## src/hdl/tcc_defines.vh

```
`ifndef TCC_DEFINES_VH
`define TCC_DEFINES_VH
// ----------------------------------------
// Register byte addresses
// ----------------------------------------
`define TCC_ADDR_CTRL_A   12'h000
`define TCC_ADDR_CTRL_B   12'h004
`define TCC_ADDR_COUNT    12'h008
`define TCC_ADDR_CMP_A    12'h00c
`define TCC_ADDR_CMP_B    12'h010
`define TCC_ADDR_MASK     12'h014
`define TCC_ADDR_FLAG     12'h018
`define TCC_ADDR_ACK      12'h01c
// ----------------------------------------
// Field positions
// ----------------------------------------
`define TCC_A_WGM0        0
`define TCC_A_WGM1        1
`define TCC_A_COMB_LO     4
`define TCC_A_COMA_LO     6
`define TCC_B_CS_LO       0
`define TCC_B_WGM2        3
`define TCC_B_FOCB        6
`define TCC_B_FOCA        7
`define TCC_F_OVF         0
`define TCC_F_CMPA        1
`define TCC_F_CMPB        2
// ----------------------------------------
// Reset values and codes
// ----------------------------------------
`define TCC_RST_BYTE      8'h00
`define TCC_BOTTOM        8'h00
`define TCC_MAX           8'hff
`define TCC_CS_STOP       3'h0
`define TCC_CS_DIV1       3'h1
`define TCC_CS_DIV8       3'h2
`define TCC_CS_DIV64      3'h3
`define TCC_CS_DIV256     3'h4
`define TCC_CS_DIV1024    3'h5
`define TCC_CS_EXT_FALL   3'h6
`define TCC_WGM_NORMAL    3'h0
`define TCC_WGM_PC_FF     3'h1
`define TCC_WGM_CTC       3'h2
`define TCC_WGM_FAST_FF   3'h3
`define TCC_WGM_PC_OCA    3'h5
`define TCC_WGM_FAST_OCA  3'h7
`endif

```

## src/hdl/tcc_tick_gen.v

```verilog
`include "tcc_defines.vh"
module tcc_tick_gen
(
  // Clock and reset
  input  wire       pclk,
  input  wire       presetn,
  // Control
  input  wire [2:0] clock_source_select,
  input  wire       external_count_pin,
  // Tick
  output reg        timer_tick
);
  reg  [9:0] pre_r;
  reg        sync1_r;
  reg        sync2_r;
  reg        sync3_r;
  wire       rise;
  wire       fall;
  assign rise = sync2_r & ~sync3_r;
  assign fall = ~sync2_r & sync3_r;
  // ----------------------------------------
  // Prescaler and pin synchroniser
  // ----------------------------------------
  always @(posedge pclk or negedge presetn)
  begin
    if (!presetn)
    begin
      pre_r   <= 10'h000;
      sync1_r <= 1'b0;
      sync2_r <= 1'b0;
      sync3_r <= 1'b0;
    end
    else
    begin
      pre_r   <= pre_r + 10'h001;
      sync1_r <= external_count_pin;
      sync2_r <= sync1_r;
      sync3_r <= sync2_r;
    end
  end
  // Source and edge select; a stopped selection gives no tick at all
  always @*
  begin
    case (clock_source_select)
      `TCC_CS_STOP:     timer_tick = 1'b0;
      `TCC_CS_DIV1:     timer_tick = 1'b1;
      `TCC_CS_DIV8:     timer_tick = (pre_r[2:0] == 3'h7);
      `TCC_CS_DIV64:    timer_tick = (pre_r[5:0] == 6'h3f);
      `TCC_CS_DIV256:   timer_tick = (pre_r[7:0] == 8'hff);
      `TCC_CS_DIV1024:  timer_tick = (pre_r == 10'h3ff);
      `TCC_CS_EXT_FALL: timer_tick = fall;
      default:          timer_tick = rise;
    endcase
  end
endmodule

```

## src/hdl/tcc_timer8.v

```verilog
// ----------------------------------------
// Contract
// Counter and both compare values are 8-bit software read/write registers.
// Tick comes from prescaler or external pin, source and edge selectable.
// Clock source select zero gives no tick; counter stays stopped.
// Each tick clears, increments or decrements counter per mode.
// Counter readable and writable whether or not ticks run.
// Software counter write wins over a coincident clear or count.
// Three-bit mode select: two bits in control A, one in B.
// Bottom flagged at 0x00, maximum at 0xff.
// TOP is 0xff or compare value A depending on mode.
// Overflow flag set per mode and can request interrupt.
// Counter equal to compare value sets compare flag next tick.
// All requests visible in flag register, each masked individually.
// Compare flag clears automatically when its interrupt is serviced.
// Writing one to a flag bit clears it.
// Compare values double buffered in PWM modes only.
// Buffered value transfers only at top or bottom.
// Software compare access goes to buffer when buffering, else direct.
// Force strobe acts as match on output only, non-PWM modes.
// Counter write blocks compare matches on the next tick, even stopped.
// Compare output state kept across mode changes.
// Compare output action bits take effect at once.
// Software avoids writing bottom while down-counting; sets output first.
// Compare output states reset to zero.
// Action field zero leaves compare output unchanged on match.
// Normal mode counts up, wraps, sets overflow when reaching zero.
// ----------------------------------------
//
// Implementation choices: the register offsets and the APB slave port.
`include "tcc_defines.vh"
module tcc_timer8
(
  // APB slave
  input  wire        pclk,
  input  wire        presetn,
  input  wire        psel,
  input  wire        penable,
  input  wire        pwrite,
  input  wire [11:0] paddr,
  input  wire [31:0] pwdata,
  output wire        pready,
  output reg  [31:0] prdata,
  output wire        pslverr,
  // Pins
  input  wire        external_count_pin,
  output wire        compare_output_a,
  output wire        compare_output_b,
  // Interrupt service
  output wire        irq_overflow,
  output wire        irq_compare_a,
  output wire        irq_compare_b,
  input  wire        ack_overflow,
  input  wire        ack_compare_a,
  input  wire        ack_compare_b
);
  reg  [7:0] timer_control_a_r;
  reg  [7:0] timer_control_b_r;
  reg  [7:0] timer_count_value_r;
  reg  [7:0] compare_value_a_r;
  reg  [7:0] compare_value_b_r;
  reg  [7:0] buf_a_r;
  reg  [7:0] buf_b_r;
  reg  [2:0] timer_mask_register_r;
  reg  [2:0] timer_flag_register_r;
  reg        up_r;
  reg        block_r;
  reg        match_a_r;
  reg        match_b_r;
  reg  [1:0] oc_r;
  reg  [7:0] cnt_nxt;
  reg        up_nxt;
  reg  [1:0] oc_nxt;
  reg        ovf_hit;
  reg  [31:0] prdata_nxt;
  wire       timer_tick;
  wire [2:0] waveform_generation_select;
  wire [1:0] act_a;
  wire [1:0] act_b;
  wire       pwm;
  wire       dual;
  wire [7:0] top;
  wire       wr;
  wire       rd_ok;
  wire       wr_cnt;
  wire       at_top;
  wire       at_bot;
  wire       is_bot;
  wire       is_max;
  wire       ovf_set;
  wire       eq_a;
  wire       eq_b;
  wire       force_a;
  wire       force_b;
  wire [2:0] clr_mask;
  wire [2:0] ack_vec;
  wire [1:0] step_a;
  wire [1:0] step_b;
  // ----------------------------------------
  // Decode
  // ----------------------------------------
  function [1:0] oc_step;
    input [1:0] act;
    input       cur;
    input       is_pwm;
    input       slope_up;
    begin
      oc_step = {1'b0, cur};
      if (act == 2'b00)
        oc_step = {1'b0, cur};
      else if (!is_pwm)
        oc_step = (act == 2'b01) ? {1'b1, ~cur} : {1'b1, act[0]};
      else if (act[1])
        oc_step = {1'b1, act[0] ^ ~slope_up};
    end
  endfunction
  function is_reg;
    input [11:0] a;
    input [11:0] r;
    begin
      is_reg = (a == r);
    end
  endfunction
  assign waveform_generation_select = {timer_control_b_r[`TCC_B_WGM2],
                                       timer_control_a_r[`TCC_A_WGM1],
                                       timer_control_a_r[`TCC_A_WGM0]};
  assign act_a = timer_control_a_r[`TCC_A_COMA_LO +: 2];
  assign act_b = timer_control_a_r[`TCC_A_COMB_LO +: 2];
  assign pwm  = waveform_generation_select[0];
  assign dual = waveform_generation_select[0] & ~waveform_generation_select[1];
  assign top  = (waveform_generation_select[2] | (waveform_generation_select == `TCC_WGM_CTC))
                ? compare_value_a_r : `TCC_MAX;
  assign is_bot = (timer_count_value_r == `TCC_BOTTOM);
  assign is_max = (timer_count_value_r == `TCC_MAX);
  assign at_top = (timer_count_value_r == top);
  assign at_bot = is_bot;
  assign wr     = psel & penable & pwrite;
  assign wr_cnt = wr & is_reg(paddr, `TCC_ADDR_COUNT);
  assign pready = 1'b1;
  assign rd_ok  = (paddr <= `TCC_ADDR_ACK) & (paddr[1:0] == 2'b00);
  assign pslverr = psel & penable & ~rd_ok;
  assign eq_a = (timer_count_value_r == compare_value_a_r);
  assign eq_b = (timer_count_value_r == compare_value_b_r);
  assign force_a = wr & is_reg(paddr, `TCC_ADDR_CTRL_B) & pwdata[`TCC_B_FOCA] & ~pwm;
  assign force_b = wr & is_reg(paddr, `TCC_ADDR_CTRL_B) & pwdata[`TCC_B_FOCB] & ~pwm;
  assign ovf_set = timer_tick & ~wr_cnt & ovf_hit;
  assign clr_mask = (wr & is_reg(paddr, `TCC_ADDR_FLAG)) ? pwdata[2:0] : 3'b000;
  assign ack_vec  = {ack_compare_b, ack_compare_a, ack_overflow};
  assign irq_overflow  = timer_flag_register_r[`TCC_F_OVF]  & timer_mask_register_r[0];
  assign irq_compare_a = timer_flag_register_r[`TCC_F_CMPA] & timer_mask_register_r[1];
  assign irq_compare_b = timer_flag_register_r[`TCC_F_CMPB] & timer_mask_register_r[2];
  assign compare_output_a = oc_r[0];
  assign compare_output_b = oc_r[1];
  assign step_a = oc_step(act_a, oc_r[0], pwm, up_r);
  assign step_b = oc_step(act_b, oc_r[1], pwm, up_r);
  tcc_tick_gen u_tick
  (
    .pclk                (pclk),
    .presetn             (presetn),
    .clock_source_select (timer_control_b_r[`TCC_B_CS_LO +: 3]),
    .external_count_pin  (external_count_pin),
    .timer_tick          (timer_tick)
  );
  // ----------------------------------------
  // Counter next value
  // ----------------------------------------
  always @*
  begin
    cnt_nxt = timer_count_value_r;
    up_nxt  = up_r;
    if (wr_cnt)
      cnt_nxt = pwdata[7:0];
    else if (timer_tick)
    begin
      if (dual)
      begin
        if (up_r && at_top)
        begin
          up_nxt  = 1'b0;
          cnt_nxt = timer_count_value_r - 8'h01;
        end
        else if (!up_r && at_bot)
        begin
          up_nxt  = 1'b1;
          cnt_nxt = timer_count_value_r + 8'h01;
        end
        else
          cnt_nxt = up_r ? timer_count_value_r + 8'h01 : timer_count_value_r - 8'h01;
      end
      else if (waveform_generation_select != `TCC_WGM_NORMAL && at_top)
        cnt_nxt = `TCC_BOTTOM;
      else
        cnt_nxt = timer_count_value_r + 8'h01;
      if (!dual)
        up_nxt = 1'b1;
    end
  end
  // ----------------------------------------
  // Overflow point
  // ----------------------------------------
  // Wrap at MAX in normal and clear-on-match, TOP in fast PWM, BOTTOM in phase correct;
  // reserved codes fall back to the MAX wrap so a stray mode still reports overflow
  always @*
  begin
    case (waveform_generation_select)
      `TCC_WGM_PC_FF,
      `TCC_WGM_PC_OCA:   ovf_hit = is_bot;
      `TCC_WGM_FAST_FF,
      `TCC_WGM_FAST_OCA: ovf_hit = at_top;
      default:           ovf_hit = is_max;
    endcase
  end
  // ----------------------------------------
  // Output waveform state
  // ----------------------------------------
  // The mode field never touches it directly
  always @*
  begin
    oc_nxt = oc_r;
    if ((timer_tick && match_a_r && !block_r) || force_a)
      oc_nxt[0] = step_a[1] ? step_a[0] : oc_r[0];
    if ((timer_tick && match_b_r && !block_r) || force_b)
      oc_nxt[1] = step_b[1] ? step_b[0] : oc_r[1];
    if (timer_tick && pwm && !dual && at_top)
    begin
      if (act_a[1])
        oc_nxt[0] = ~act_a[0];
      if (act_b[1])
        oc_nxt[1] = ~act_b[0];
    end
  end
  // ----------------------------------------
  // Registers
  // ----------------------------------------
  always @(posedge pclk or negedge presetn)
  begin
    if (!presetn)
    begin
      timer_control_a_r     <= `TCC_RST_BYTE;
      timer_control_b_r     <= `TCC_RST_BYTE;
      timer_count_value_r   <= `TCC_RST_BYTE;
      compare_value_a_r     <= `TCC_RST_BYTE;
      compare_value_b_r     <= `TCC_RST_BYTE;
      buf_a_r               <= `TCC_RST_BYTE;
      buf_b_r               <= `TCC_RST_BYTE;
      timer_mask_register_r <= 3'b000;
      timer_flag_register_r <= 3'b000;
      up_r                  <= 1'b1;
      oc_r                  <= 2'b00;
    end
    else
    begin
      timer_count_value_r <= cnt_nxt;
      up_r                <= up_nxt;
      oc_r                <= oc_nxt;
      // Set wins over software clear and interrupt acknowledge
      timer_flag_register_r[`TCC_F_OVF] <= ovf_set |
        (timer_flag_register_r[`TCC_F_OVF] & ~clr_mask[0] & ~ack_vec[0]);
      timer_flag_register_r[`TCC_F_CMPA] <= (timer_tick & match_a_r & ~block_r) |
        (timer_flag_register_r[`TCC_F_CMPA] & ~clr_mask[1] & ~ack_vec[1]);
      timer_flag_register_r[`TCC_F_CMPB] <= (timer_tick & match_b_r & ~block_r) |
        (timer_flag_register_r[`TCC_F_CMPB] & ~clr_mask[2] & ~ack_vec[2]);
      if (wr && is_reg(paddr, `TCC_ADDR_CTRL_A))
        timer_control_a_r <= pwdata[7:0];
      if (wr && is_reg(paddr, `TCC_ADDR_CTRL_B))
        timer_control_b_r <= {2'b00, pwdata[5:0]};
      if (wr && is_reg(paddr, `TCC_ADDR_MASK))
        timer_mask_register_r <= pwdata[2:0];
      if (wr && is_reg(paddr, `TCC_ADDR_CMP_A))
        buf_a_r <= pwdata[7:0];
      if (wr && is_reg(paddr, `TCC_ADDR_CMP_B))
        buf_b_r <= pwdata[7:0];
      if (!pwm)
      begin
        // Direct access: buffer mirrors the active value
        if (wr && is_reg(paddr, `TCC_ADDR_CMP_A))
          compare_value_a_r <= pwdata[7:0];
        if (wr && is_reg(paddr, `TCC_ADDR_CMP_B))
          compare_value_b_r <= pwdata[7:0];
      end
      else if (timer_tick && (dual ? at_top : at_bot))
      begin
        compare_value_a_r <= buf_a_r;
        compare_value_b_r <= buf_b_r;
      end
    end
  end
  // ----------------------------------------
  // Compare match pipeline
  // ----------------------------------------
  // A match is held from the tick that saw it to the next tick, which sets the flag;
  // the one-tick delay is what lets a counter write block it in between
  always @(posedge pclk or negedge presetn)
  begin
    if (!presetn)
    begin
      block_r   <= 1'b0;
      match_a_r <= 1'b0;
      match_b_r <= 1'b0;
    end
    else
    begin
      // Block holds until the next tick has passed, even when stopped
      if (wr_cnt)
        block_r <= 1'b1;
      else if (timer_tick)
        block_r <= 1'b0;
      if (timer_tick)
      begin
        match_a_r <= eq_a & ~block_r & ~wr_cnt;
        match_b_r <= eq_b & ~block_r & ~wr_cnt;
      end
    end
  end
  // ----------------------------------------
  // Read data
  // ----------------------------------------
  // Captured in the setup phase so the data output comes from a flip-flop;
  // the access phase therefore returns the value as it stood one cycle earlier
  always @*
  begin
    prdata_nxt = 32'h00000000;
    case (paddr)
      `TCC_ADDR_CTRL_A: prdata_nxt = {24'h000000, timer_control_a_r};
      `TCC_ADDR_CTRL_B: prdata_nxt = {24'h000000, timer_control_b_r};
      `TCC_ADDR_COUNT:  prdata_nxt = {24'h000000, timer_count_value_r};
      `TCC_ADDR_CMP_A:  prdata_nxt = {24'h000000, pwm ? buf_a_r : compare_value_a_r};
      `TCC_ADDR_CMP_B:  prdata_nxt = {24'h000000, pwm ? buf_b_r : compare_value_b_r};
      `TCC_ADDR_MASK:   prdata_nxt = {29'h0, timer_mask_register_r};
      `TCC_ADDR_FLAG:   prdata_nxt = {29'h0, timer_flag_register_r};
      default:          prdata_nxt = 32'h00000000;
    endcase
  end
  always @(posedge pclk or negedge presetn)
  begin
    if (!presetn)
      prdata <= 32'h00000000;
    else if (psel && !penable)
      prdata <= prdata_nxt;
  end
endmodule

```

## config.mk

```make
export PLATFORM = sky130hd
export DESIGN_NAME = tcc_timer8
export DESIGN_NICKNAME = d
export VERILOG_FILES = /design/src/hdl/tcc_tick_gen.v /design/src/hdl/tcc_timer8.v
export VERILOG_INCLUDE_DIRS = /design/src /design/src/hdl
export SDC_FILE = /design/constraint.sdc
export NUM_CORES = 1
export LEC_CHECK = 0
export ABC_AREA = 1
export BUFFER_PORTS_ARGS = -buffer_cell sky130_fd_sc_hd__buf_2
export CORE_MARGIN = 2
export CORE_UTILIZATION = 50
export CTS_BUF_LIST = sky130_fd_sc_hd__clkbuf_8
export CTS_CLUSTER_SIZE = 25
export DETAILED_ROUTE_END_ITERATION = 6
export GPL_ROUTABILITY_DRIVEN = 0
export GPL_TIMING_DRIVEN = 0
export HOLD_SLACK_MARGIN = 0.05
export MAX_ROUTING_LAYER = met4
export PLACE_DENSITY = 0.75
export SKIP_LAST_GASP = 1
export SYNTH_ARGS = -nofsm -noshare
export SYNTH_HDL_FRONTEND = slang
export SYNTH_SLANG_ARGS = --single-unit
```

## constraint.sdc

```tcl
create_clock -name pclk -period 1.6 [get_ports pclk]
set_input_delay 0.32 -clock pclk [delete_from_list [all_inputs] [get_ports pclk]]
set_output_delay 0.32 -clock pclk [all_outputs]
set_load 0.05 [all_outputs]
```

==> metrics.csv, run 1 <==
stage;metric;value;unit
status;outcome;complete, but fails checks;
status;violations;DRC, setup timing;
pwr;power.internal;3.137;mW
floorplan;dieHeight;108.1;µm
logic_synthesis;post-synth-top-count-cell;nand2_1;
pwr;seqPwrFrac;0.508;
setup_path;worstSetupEndpointType;flop;
pwr;p_sw_frac;0.2852;
placement;dp_hpwl;11470;µm
logic_synthesis;synth_top_cell_by_area;dfrtp_1;
floorplan;core.rowCount;37;
hold_path;min_path_type;input pin to flop;
global_route;grt_overflow;0;
route;routedWlPerCell;17.96;µm
cells_and_area;fin_nets;942;
timing;worstMarginPinSlew;0.7141;ns
logic_synthesis;synth_top_area_share;0.3975;
floorplan;start_util;0.5198;
route;wirelength;18430;µm
logic_synthesis;syn_inst;750;
pwr;p_comb_frac;0.106;
cells_and_area;instances_no_fill;1026;
timing;drv_slew;0;
floorplan;io_pins;92;
flow_run;maxCapViolations;0;
cells_and_area;fin_area;7209;µm²
pwr;powerDensity;608.6;nW/µm²
setup_path;crit_arrival;2.27;ns
clock_tree;h-tree-depth;3;
logic_synthesis;synth_seq_cells;87;
logic_synthesis;yosysSeqAreaShare;0.4024;
pwr;p_switching;1.251;mW
logic_synthesis;synth_edf_count;0;
logic_synthesis;yosys-top-cells-area;dfrtp_1, nand2_1, inv_1;
floorplan;die_x;108.1;µm
route;drt_iter0_markers;614;
placement;dpl-instance-area;5981;µm²
setup_path;criticalPathCategory;flop to flop;
pwr;p_clk_frac;0.386;
clock_tree;numCtsBuffers;9;
cells_and_area;multiInputGateArea;3148;µm²
timing;setup_viol;39;
setup_path;critPathLaunchType;flop;
logic_synthesis;yosys_warnings;0;
logic_synthesis;syn_area;5414;µm²
clock_tree;cts.sinks;87;
clock_tree;clk_pin_slew;0.10;ns
clock_tree;cts_tree;yes;
route;dr.pass1.iters;7;
pwr;peakVddDrop;0.7633;mV
timing;fin_worst_skew;0.01405;ns
setup_path;path_max_fanout;8;
cells_and_area;fill_cells;815;
global_route;grt_pass1_wl;27460;µm
logic_synthesis;async_flop_share;1.000;
route;viasPerCell;5.745;
logic_synthesis;ys_types;39;
pwr;p_leak;3.827;nW
timing;finalCritPeriodShare;1.249;
logic_synthesis;ys.flop_type;dfrtp_1;
timing;setup_tns;-9.933;ns
global_route;groute.usage.overall;0.3176;
placement;numPortBuffers;42;
cells_and_area;antenna_cells;0;
cells_and_area;seqCellArea;2182;µm²
logic_synthesis;yosys-top-cells-count;nand2_1, inv_1, dfrtp_1;
global_route;grt_max_degree;71;
global_route;grt_pass1_vias;5378;
clock_tree;clock_latency;0.38;ns
floorplan;dieArea;11680;µm²
setup_path;required;1.87;ns
logic_synthesis;avgSynthCellArea;7.219;µm²
timing;timing.fmax;500.2;MHz
timing;whs;0.1042;ns
route;vias;5894;
cells_and_area;drive_above_1_share;0.3247;
timing;slew_headroom;0.5222;
cells_and_area;synthToLayoutAreaGrowth;33.16;%
clock_tree;clockBufferDepth;2;
clock_tree;clockRootBuffer;clkbuf_8;
route;antenna_left;0;
timing;setup_ws;-0.3992;ns
floorplan;coreArea;10420;µm²
global_route;antenna_found_initial;0;
route;drc_errors;3;
timing;rsz0062_at_grt;true;
placement;dpl.cell_count;952;
timing;finalHoldViolCount;0;
timing;period_minus_slack;1.999;ns
registers in the layout (all words and copies together), names as in the netlist, 2 cells and up:
| register | cells |
|---|---|
| timer_mask_register_r | 3 |
| timer_count_value_r | 8 |
| compare_value_b_r | 8 |
| oc_r | 2 |
| buf_a_r | 8 |
| compare_value_a_r | 8 |
| timer_control_b_r | 6 |
| u_tick.pre_r | 10 |
| timer_control_a_r | 8 |
| buf_b_r | 8 |
| timer_flag_register_r | 3 |
| prdata | 8 |
worst max-delay path, cell delays in order, from the launching register on:
cell and delay, ns:
dfrtp_1 0.39, buf_6 0.14, buf_4 0.15, nor2_4 0.09
nand3_2 0.10, nor3_4 0.29, nand2_2 0.13, o21ai_4 0.13
nand2_8 0.13, nand2_8 0.15, nand2_2 0.07, nand2_1 0.08
inv_1 0.05
final cells by class:
| class | count | area share |
|---|---|---|
| plain buffers | 44 | 0.04807 |
| clock buffers | 10 | 0.01909 |
| clock inverters | 6 | 0.01007 |
| inverters | 101 | 0.05849 |
| multi-input cells | 542 | 0.4367 |
| flip-flops and latches | 87 | 0.3027 |
| well taps | 136 | 0.02360 |
| repair buffers | 100 | 0.1014 |
cell families after synthesis:
| logic type | share of synthesized area |
|---|---|
| and+or+nand+nor | 0.2977 |
| buffers and inverters | 0.1292 |
| AOI/OAI and AO/OA | 0.1294 |
| DFF | 0.4024 |
| xor gates and xnor gates | 0.03074 |
| adders and majority gates | 0.009245 |
| other | 0.001387 |
cells in the final DEF, fill, tap and decap left out, types with 25 or more instances in the layout:
cell / instances
nor2_1: 38
buf_2: 41
dfrtp_1: 83
a21oi_1: 33
nand2_1: 183
conb_1: 25
buf_4: 69
inv_1: 86
nand2_2: 32
o21ai_0: 42
nand3_1: 37
through the flow:
| step | worst slack (ns) | power, mW | util |
|---|---|---|---|
| 2_1_floorplan | -0.05201 | 2.544 | - |
| 3_3_place_gp | -0.5317 | 2.669 | 0.5713 |
| 3_5_place_dp | -0.5193 | 2.685 | 0.5742 |
| 4_1_cts | -0.2654 | 4.357 | 0.6568 |
| 5_1_grt | -0.4617 | 4.497 | 0.6921 |
| 6_report | -0.3992 | 4.388 | 0.6921 |
what timing repair did:
action	4_1_cts	5_1_grt
gates cloned	2	0
setup buffers	42	15
gates resized for setup	90	79
hold buffers	2	0
setup endpoints to repair	40	71
pin swaps	37	31
endpoints found under the hold margin	18	0
path summary, 6_finish.rpt:
| path | start | depth (start not counted) | end | slack, ns |
|---|---|---|---|---|
| worst min register to register | u_tick.sync1_r$_DFF_PN0_ | 0 | u_tick.sync2_r$_DFF_PN0_ | 0.36 |
| max in group asynchronous | presetn | 3 | up_r$_DFFE_PN1P_ | 0.58 |
| min in group asynchronous | presetn | 2 | timer_mask_register_r[2]$_DFFE_PN0P_ | 0.34 |
| worst max register to register | timer_count_value_r[2]$_DFFE_PN0P_ | 12 | compare_value_a_r[2]$_DFFE_PN0P_ | -0.40 |
| worst max-delay path | timer_count_value_r[2]$_DFFE_PN0P_ | 12 | compare_value_a_r[2]$_DFFE_PN0P_ | -0.40 |
| worst min-delay path | ack_compare_b | 2 | timer_flag_register_r[2]$_DFF_PN0_ | 0.10 |
power groups by stage:
stage               clock network [mW]  registers (mW)  logic (mW)
floorplan                            0            2.26       0.280
global placement                     0            2.27       0.402
detailed placement                   0            2.27       0.418
CTS                               1.69            2.22       0.439
global route                      1.77            2.23       0.496
finish                            1.70            2.23       0.465
routing by layer:
layer  track usage  part of all wire  up-vias  wire [µm]
li1              -                 -     2635          -
met1        0.4120              0.37     2722       6864
met2        0.4883              0.46      423       8478
met3       0.06269              0.11      114       2068
met4        0.1337             0.055        0       1021
met5             -                 0        -          0
(Power assumes the default switching activity.)
==> inputs of run 2 (changes only) <==
--- a/config.mk
+++ b/config.mk
@@ -11,13 +11,12 @@
 export CORE_MARGIN = 2
 export CORE_UTILIZATION = 50
 export CTS_BUF_LIST = sky130_fd_sc_hd__clkbuf_8
-export CTS_CLUSTER_SIZE = 25
 export DETAILED_ROUTE_END_ITERATION = 6
 export GPL_ROUTABILITY_DRIVEN = 0
 export GPL_TIMING_DRIVEN = 0
 export HOLD_SLACK_MARGIN = 0.05
 export MAX_ROUTING_LAYER = met4
-export PLACE_DENSITY = 0.75
+export PLACE_DENSITY = 0.72
 export SKIP_LAST_GASP = 1
 export SYNTH_ARGS = -nofsm -noshare
 export SYNTH_HDL_FRONTEND = slang
==> constraint.sdc (replaced) <==
create_clock -name pclk -period 1.87 [get_ports pclk]
set_input_delay 0.374 -clock pclk [delete_from_list [all_inputs] [get_ports pclk]]
set_output_delay 0.374 -clock pclk [all_outputs]
set_load 0.05 [all_outputs]
==> run 2 against run 1 <==
Combinational power down 17%. Worst hold slack lost 0.0064 ns. Utilization fell by 3.3 points. Fmax rose by 3.8%. Design area decreased by 4.8%. Final cell count decreased by 1.2%. The flow finishes with violations (setup timing).
==> metrics.csv, run 2 (synthesized netlist as in run 1, its figures left out) <==
stage;metric;value;unit;change
setup_path;worstSetupEndpointType;flop;;
route;vias;5661;;-4.0%
timing;finalCritPeriodShare;1.030;;-0.2197
global_route;grt_pass1_vias;4924;;-8.4%
clock_tree;h-tree-depth;3;;unchanged
clock_tree;clockBufferDepth;2;;unchanged
setup_path;endpoint;timer_count_value_r[6]$_DFFE_PN0P_;;
setup_path;critPathLaunch;timer_count_value_r[1]$_DFFE_PN0P_;;
placement;dp_hpwl;11800;µm;+2.9%
timing;setup_viol;26;;-33%
setup_path;crit_arrival;2.25;ns;-0.02 ns
setup_path;r2r-start;timer_count_value_r[1]$_DFFE_PN0P_;;
status;outcome;complete, but fails checks;;
cells_and_area;largest_register;u_tick.pre_r;;
timing;fin_worst_skew;0.01114;ns;-0.002919 ns
clock_tree;numCtsBuffers;9;;unchanged
clock_tree;clockRootBuffer;clkbuf_8;;
route;viasPerCell;5.583;;-2.8%
setup_path;path_common_cell;nand2_1;;
cells_and_area;drive_above_1_share;0.2768;;-0.04795
setup_path;critPathLaunchType;flop;;
setup_path;reg2reg_slack;-0.06;ns;+0.34 ns
timing;period_minus_slack;1.926;ns;-0.07352 ns
cells_and_area;fin_nets;930;;-1.3%
route;antenna_left;0;;unchanged
global_route;groute.usage.overall;0.2875;;-0.03013
route;routedWlPerCell;16.81;µm;-6.4%
clock_tree;cts_tree;yes;;
placement;place_ws;-0.3152;ns;+0.2042 ns
cells_and_area;final_common_cell;nand2_1;;
cells_and_area;antenna_cells;0;;unchanged
setup_path;worstPathCellList;buf_4 > ha_1 > nand3_1 > nor3_2 > xor2_1 > nor2_1 > a21oi_1 > nand2_1 > nand2_1 > nand2_1 > nand2_1;;
setup_path;max_stage_delay;0.45;ns;+0.06 ns
timing;setup_ws;-0.05566;ns;+0.3435 ns
pwr;finalPower;3.549;mW;-19%
floorplan;die_x;108.1;µm;unchanged
global_route;antenna_found_initial;0;;unchanged
setup_path;criticalPathCategory;flop to flop;;
floorplan;core.rowCount;37;;unchanged
route;drc_errors;0;;-3
route;wirelength;17040;µm;-7.5%
floorplan;dieHeight;108.1;µm;unchanged
timing;drv_slew;0;;unchanged
placement;dpl-instance-area;5911;µm²;-1.2%
cells_and_area;synthToLayoutAreaGrowth;26.81;%;
clock_tree;clock_latency;0.38;ns;about the same
cells_and_area;fin_area;6865;µm²;-4.8%
status;violations;setup timing;;
placement;numPortBuffers;42;;unchanged
floorplan;dieArea;11680;µm²;unchanged
clock_tree;clk_pin_slew;0.10;ns;about the same
route;dr.pass1.iters;6;;-1
setup_path;path_max_fanout;5;;-3
pwr;p_leak;3.649;nW;-4.7%
floorplan;start_util;0.5198;;unchanged
setup_path;ff2ff_path_depth;11;;-1
clock_tree;cts.sinks;87;;unchanged
global_route;grt_pass1_wl;24850;µm;-9.5%
floorplan;coreArea;10420;µm²;unchanged
global_route;grt_max_degree;47;;-34%
cells_and_area;final_cell_mix;nand2_1, inv_1, dfrtp_1;;
global_route;grt_overflow;0;;unchanged
timing;whs;0.09783;ns;-0.006371 ns
cells_and_area;post-route-util;0.6591;;-0.03303
route;drt_iter0_markers;811;;+32%
cells_and_area;largest_reg_flops;10;;unchanged
floorplan;io_pins;92;;unchanged
timing;slew_headroom;0.5845;;+0.06234
flow_run;maxCapViolations;0;;unchanged
pwr;peakVddDrop;0.3019;mV;-60%
hold_path;min_path_type;input pin to flop;;
timing;finalHoldViolCount;0;;unchanged
setup_path;slowest_stage;dfrtp_2;;
setup_path;r2r-end;timer_count_value_r[6]$_DFFE_PN0P_;;
timing;rsz0062_at_grt;true;;
setup_path;required;2.19;ns;+0.32 ns
timing;worstMarginPinSlew;0.6209;ns;-0.09317 ns
timing;timing.fmax;519.3;MHz;+3.8%
pwr;powerDensity;517.0;nW/µm²;-15%
## run 2: cell count changes in the layout (fill, tap and decap cells not counted), sizes merged, moves of 2 or more
cell and delta:
buf -13, inv -3, clkinvlp +4, clkbuf +2
## run 2: area by class of cell
| cell class | count | area, µm² |
|---|---|---|
| Timing Repair Buffer | 89 | 634.4 |
| Clock inverter | 7 | 56.30 |
| Sequential cell | 87 | 2183 |
| Buffer | 44 | 327.8 |
| Inverter | 101 | 426.7 |
| Tap cell | 136 | 170.2 |
| Clock buffer | 9 | 123.9 |
| Fill cell | 873 | 3551 |
| Multi-Input combinational cell | 541 | 2943 |
## run 2: report_power, final
group / internal, mW / switching, mW
logic: 0.107 / 0.277
clock network: 0.494 / 0.767
registers: 1.89 / 0.0117
## run 2: routing by layer
layer / vias to the layer above / GRT usage / routed length (µm) / share of wire
met5: - / - / 0 / 0
met4: 0 / 0.1667 / 988 / 0.058
met2: 368 / 0.4187 / 7568 / 0.44
met3: 77 / 0.04219 / 1513 / 0.089
li1: 2603 / - / - / -
met1: 2613 / 0.3831 / 6972 / 0.41
## run 2: worst max-delay path: cells and delay by family (launching register included)
family	cells	cell delay [ns]
AO/OA/AOI/OAI	1	0.16
adder cells (fa/ha/maj)	1	0.19
AND/OR/NAND/NOR	7	0.71
XOR/XNOR	1	0.23
buffers and inverters	1	0.15
flip-flops	1	0.45
## run 2: worst min path at each step
stage,from,end,cells past startpoint
2_1_floorplan,presetn,block_r$_DFFE_PN0P_,0
3_3_place_gp,u_tick.sync1_r$_DFF_PN0_,u_tick.sync2_r$_DFF_PN0_,0
3_5_place_dp,u_tick.sync1_r$_DFF_PN0_,u_tick.sync2_r$_DFF_PN0_,0
4_1_cts,external_count_pin,u_tick.sync1_r$_DFF_PN0_,1
5_1_grt,external_count_pin,u_tick.sync1_r$_DFF_PN0_,1
6_report,external_count_pin,u_tick.sync1_r$_DFF_PN0_,1
## run 2: through the flow
stage          cells   TNS, ns
6_report        1014   -0.9190
5_1_grt         1014    -4.467
4_1_cts          982  -0.04173
3_5_place_dp     952    -14.35
3_3_place_gp     951    -39.22
2_1_floorplan    773         0
## run 2: what timing repair did
| item | in CTS | in global routing |
|---|---|---|
| pin swaps | 6 | 30 |
| hold endpoints to repair | 41 | 0 |
| setup buffers | 13 | 31 |
| cloned | 0 | 1 |
| hold buffers | 1 | 0 |
| resized for setup | 25 | 94 |
| setup endpoints to repair | 29 | 43 |
==> inputs of run 3 (changes only) <==
--- a/config.mk
+++ b/config.mk
@@ -6,7 +6,6 @@
 export SDC_FILE = /design/constraint.sdc
 export NUM_CORES = 1
 export LEC_CHECK = 0
-export ABC_AREA = 1
 export BUFFER_PORTS_ARGS = -buffer_cell sky130_fd_sc_hd__buf_2
 export CORE_MARGIN = 2
 export CORE_UTILIZATION = 50
==> run 3 against run 2 <==
The run still ends with setup timing left. Sequential share of layout area is 0.92 points lower. Sequential cell count stayed put. Utilization is 0.18 points higher. Wire length is 1.4% higher. Fmax is 22% lower. Worst hold slack worse by 0.017 ns. Clock skew is 0.0041 ns higher. First-iteration DRC count is 41% lower. Register-to-register slack worse by 0.54 ns. Area after synthesis hardly changed. Via count is 8.7% lower. Highest routed layer unchanged.
==> metrics.csv, run 3 <==
stage;metric;value;unit;change
timing;period_minus_slack;2.463;ns;+0.5373 ns
flow_run;maxCapViolations;0;;unchanged
hold_path;min_path_type;input pin to flop;;
global_route;grt_pass1_wl;25810;µm;+3.9%
timing;setup_viol;33;;+27%
floorplan;coreArea;10700;µm²;+2.7%
setup_path;worstPathCellList;ha_4 > ha_4 > or3b_1 > nand4_1 > a22oi_2 > or3b_4 > o211a_1 > nor4_2 > o22ai_1;;
route;viasPerCell;6.096;;+9.2%
global_route;use_met2;0.4730;;+0.05436
route;vias;5169;;-8.7%
timing;setup_tns;-13.75;ns;-12.83 ns
timing;drv_slew;0;;unchanged
logic_synthesis;syn_area;5418;µm²;about the same
timing;slew_headroom;0.4683;;-0.1162
cells_and_area;post-route-util;0.6609;;+0.001837
setup_path;r2r-start;u_tick.pre_r[1]$_DFF_PN0_;;
cells_and_area;antenna_cells;0;;unchanged
placement;dpl-instance-area;6068;µm²;+2.7%
pwr;peakVddDrop;0.4357;mV;+44%
route;antenna_left;0;;unchanged
floorplan;io_pins;92;;unchanged
floorplan;start_util;0.5064;;-0.01333
floorplan;die_x;108.1;µm;about the same
floorplan;dieArea;11680;µm²;about the same
cells_and_area;largest_reg_flops;10;;unchanged
route;drt_iter0_markers;477;;-41%
global_route;grt_overflow;0;;unchanged
global_route;grt_pass1_vias;4828;;-1.9%
route;wirelength;17280;µm;+1.4%
logic_synthesis;yosys_warnings;0;;unchanged
logic_synthesis;ys.flop_type;dfrtp_1;;
global_route;grt_max_degree;53;;+13%
clock_tree;numCtsBuffers;9;;unchanged
clock_tree;cts_tree;yes;;
clock_tree;h-tree-depth;3;;unchanged
pwr;powerDensity;522.5;nW/µm²;+1.1%
cells_and_area;final_cell_mix;dfrtp_1, buf_4, nand2_1;;
setup_path;slowest_stage;or3b_4;;
hold_path;min_from;external_count_pin;;
cells_and_area;drive_above_1_share;0.3644;;+0.08764
pwr;finalPower;3.694;mW;+4.1%
timing;whs;0.08088;ns;-0.01695 ns
setup_path;critPathLaunchType;flop;;
timing;timing.fmax;406.0;MHz;-22%
clock_tree;clockRootBuffer;clkbuf_8;;
setup_path;worstSetupEndpointType;flop;;
status;violations;setup timing;;
logic_synthesis;synth_seq_cells;87;;unchanged
placement;numPortBuffers;38;;-9.5%
status;outcome;complete, but fails checks;;
cells_and_area;largest_register;u_tick.pre_r;;
timing;worstMarginPinSlew;0.7932;ns;+0.1723 ns
route;dr.pass1.iters;5;;-1
clock_tree;cts.sinks;87;;unchanged
placement;dpl.cell_count;779;;-18%
timing;fin_worst_skew;0.01520;ns;+0.004063 ns
pwr;p_leak;3.314;nW;-9.2%
global_route;groute.usage.overall;0.3018;;+0.01432
floorplan;core.rowCount;38;;+2.7%
logic_synthesis;yosys-top-cells-area;dfrtp_1, mux2i_1, mux2_2;;
logic_synthesis;syn_inst;577;;-23%
logic_synthesis;yosysSeqAreaShare;0.4021;;about the same
route;routedWlPerCell;20.38;µm;+21%
setup_path;ff2ff_path_depth;9;;-2
setup_path;r2r-end;oc_r[0]$_DFF_PN0_;;
logic_synthesis;async_flop_share;1.000;;unchanged
setup_path;max_stage_delay;0.47;ns;+0.02 ns
timing;setup_ws;-0.5930;ns;-0.5373 ns
logic_synthesis;synth_edf_count;0;;unchanged
global_route;antenna_found_initial;0;;unchanged
logic_synthesis;post-synth-top-count-cell;dfrtp_1;;
cells_and_area;synthToLayoutAreaGrowth;30.51;%;
setup_path;critPathBufInv;0;;-1
setup_path;path_max_fanout;5;;unchanged
setup_path;cp.depth;9;;-2
clock_tree;clockBufferDepth;2;;unchanged
route;drc_errors;0;;unchanged
logic_synthesis;synth_top_area_share;0.3972;;about the same
timing;finalCritPeriodShare;1.317;;+0.2873
setup_path;path_common_cell;ha_4;;
setup_path;critPathLaunch;u_tick.pre_r[1]$_DFF_PN0_;;
floorplan;dieHeight;108.1;µm;about the same
setup_path;criticalPathCategory;flop to flop;;
global_route;gr-usage-met1;0.3911;;+0.008008
clock_tree;clock_latency;0.39;ns;about the same
placement;dp_hpwl;11240;µm;-4.8%
logic_synthesis;ys_types;66;;+69%
logic_synthesis;synth_top_cell_by_area;dfrtp_1;;
timing;rsz0062_at_grt;true;;
timing;finalHoldViolCount;0;;unchanged
cells_and_area;fin_area;7071;µm²;+3.0%
global_route;grt_busiest_layer;met2;;
setup_path;reg2reg_slack;-0.59;ns;-0.54 ns
clock_tree;clk_pin_slew;0.10;ns;about the same
logic_synthesis;avgSynthCellArea;9.389;µm²;+30%
setup_path;required;2.15;ns;-0.04 ns
setup_path;endpoint;oc_r[0]$_DFF_PN0_;;
cells_and_area;instances_no_fill;848;;-16%
setup_path;cp_top_family;simple AND/OR/NAND/NOR gates;;
logic_synthesis;yosys-top-cells-count;dfrtp_1, nand2_1, mux2i_1;;
cells_and_area;final_common_cell;dfrtp_1;;
cells_and_area;fin_nets;760;;-18%
hold_path;whs_path_depth;1;;unchanged
placement;place_ws;-0.8152;ns;-0.5000 ns
setup_path;crit_arrival;2.74;ns;+0.49 ns
global_route;use_met3;0.05425;;+0.01206
run 3: cell families (layout without fill, tap and decap cells):
| family | count (synthesis) | in the layout | share of synthesized area |
|---|---|---|---|
| AOI/OAI and AO/OA | 115 | 115 | 0.1538 |
| DFF | 87 | 87 | 0.4021 |
| and+or+nand+nor | 209 | 209 | 0.1961 |
| muxes | 67 | 67 | 0.1342 |
| buffers and inverters | 73 | 181 | 0.07090 |
| adders and majority gates | 4 | 4 | 0.009238 |
| xor gates and xnor gates | 20 | 20 | 0.03233 |
| other | 2 | 25 | 0.001386 |
run 3: where the power goes:
part	leakage, nW	total [mW]	switching, mW	internal (mW)
Combinational	2.18	0.446	0.306	0.140
Clock	0.0962	1.35	0.798	0.548
Sequential	1.04	1.90	0.0119	1.89
run 3: worst min-delay path by stage:
stage / end
global placement: u_tick.sync2_r$_DFF_PN0_
floorplan: block_r$_DFFE_PN0P_
detailed placement: u_tick.sync2_r$_DFF_PN0_
finish: u_tick.sync1_r$_DFF_PN0_
CTS: u_tick.sync1_r$_DFF_PN0_
global route: u_tick.sync1_r$_DFF_PN0_
run 3: timing repair:
| action | 4_1_cts | 5_1_grt |
|---|---|---|
| setup buffers | 32 | 24 |
| gates cloned | 1 | 0 |
| gates resized for setup | 42 | 73 |
| setup endpoints to repair | 43 | 54 |
| hold endpoints to repair | 34 | 0 |
| pin swaps | 9 | 32 |
| hold buffers | 1 | 0 |
run 3: layer usage:
layer  vias up  share of wire  routed length, µm
met1      2531           0.39               6815
met5         -              0                  0
met2       277           0.48               8280
met3        62          0.089               1536
met4         0          0.038                652
li1       2299              -                  -
run 3: cell type report:
| cell class | instances | area (µm²) |
|---|---|---|
| repair buffers | 96 | 728.2 |
| well taps | 140 | 175.2 |
| fillers | 836 | 3627 |
| multi-input cells | 440 | 3342 |
| plain buffers | 52 | 381.6 |
| clock buffers | 10 | 137.6 |
| clock inverters | 6 | 53.80 |
| flip-flops and latches | 87 | 2183 |
| inverters | 17 | 68.82 |
run 3: worst reg2reg max path: cells and delay by family, from the launching register on:
family	cells	cell delay [ns]
AOI/OAI and AO/OA	3	0.49
adders and majority gates	2	0.28
DFF	1	0.41
and+or+nand+nor	4	1.17
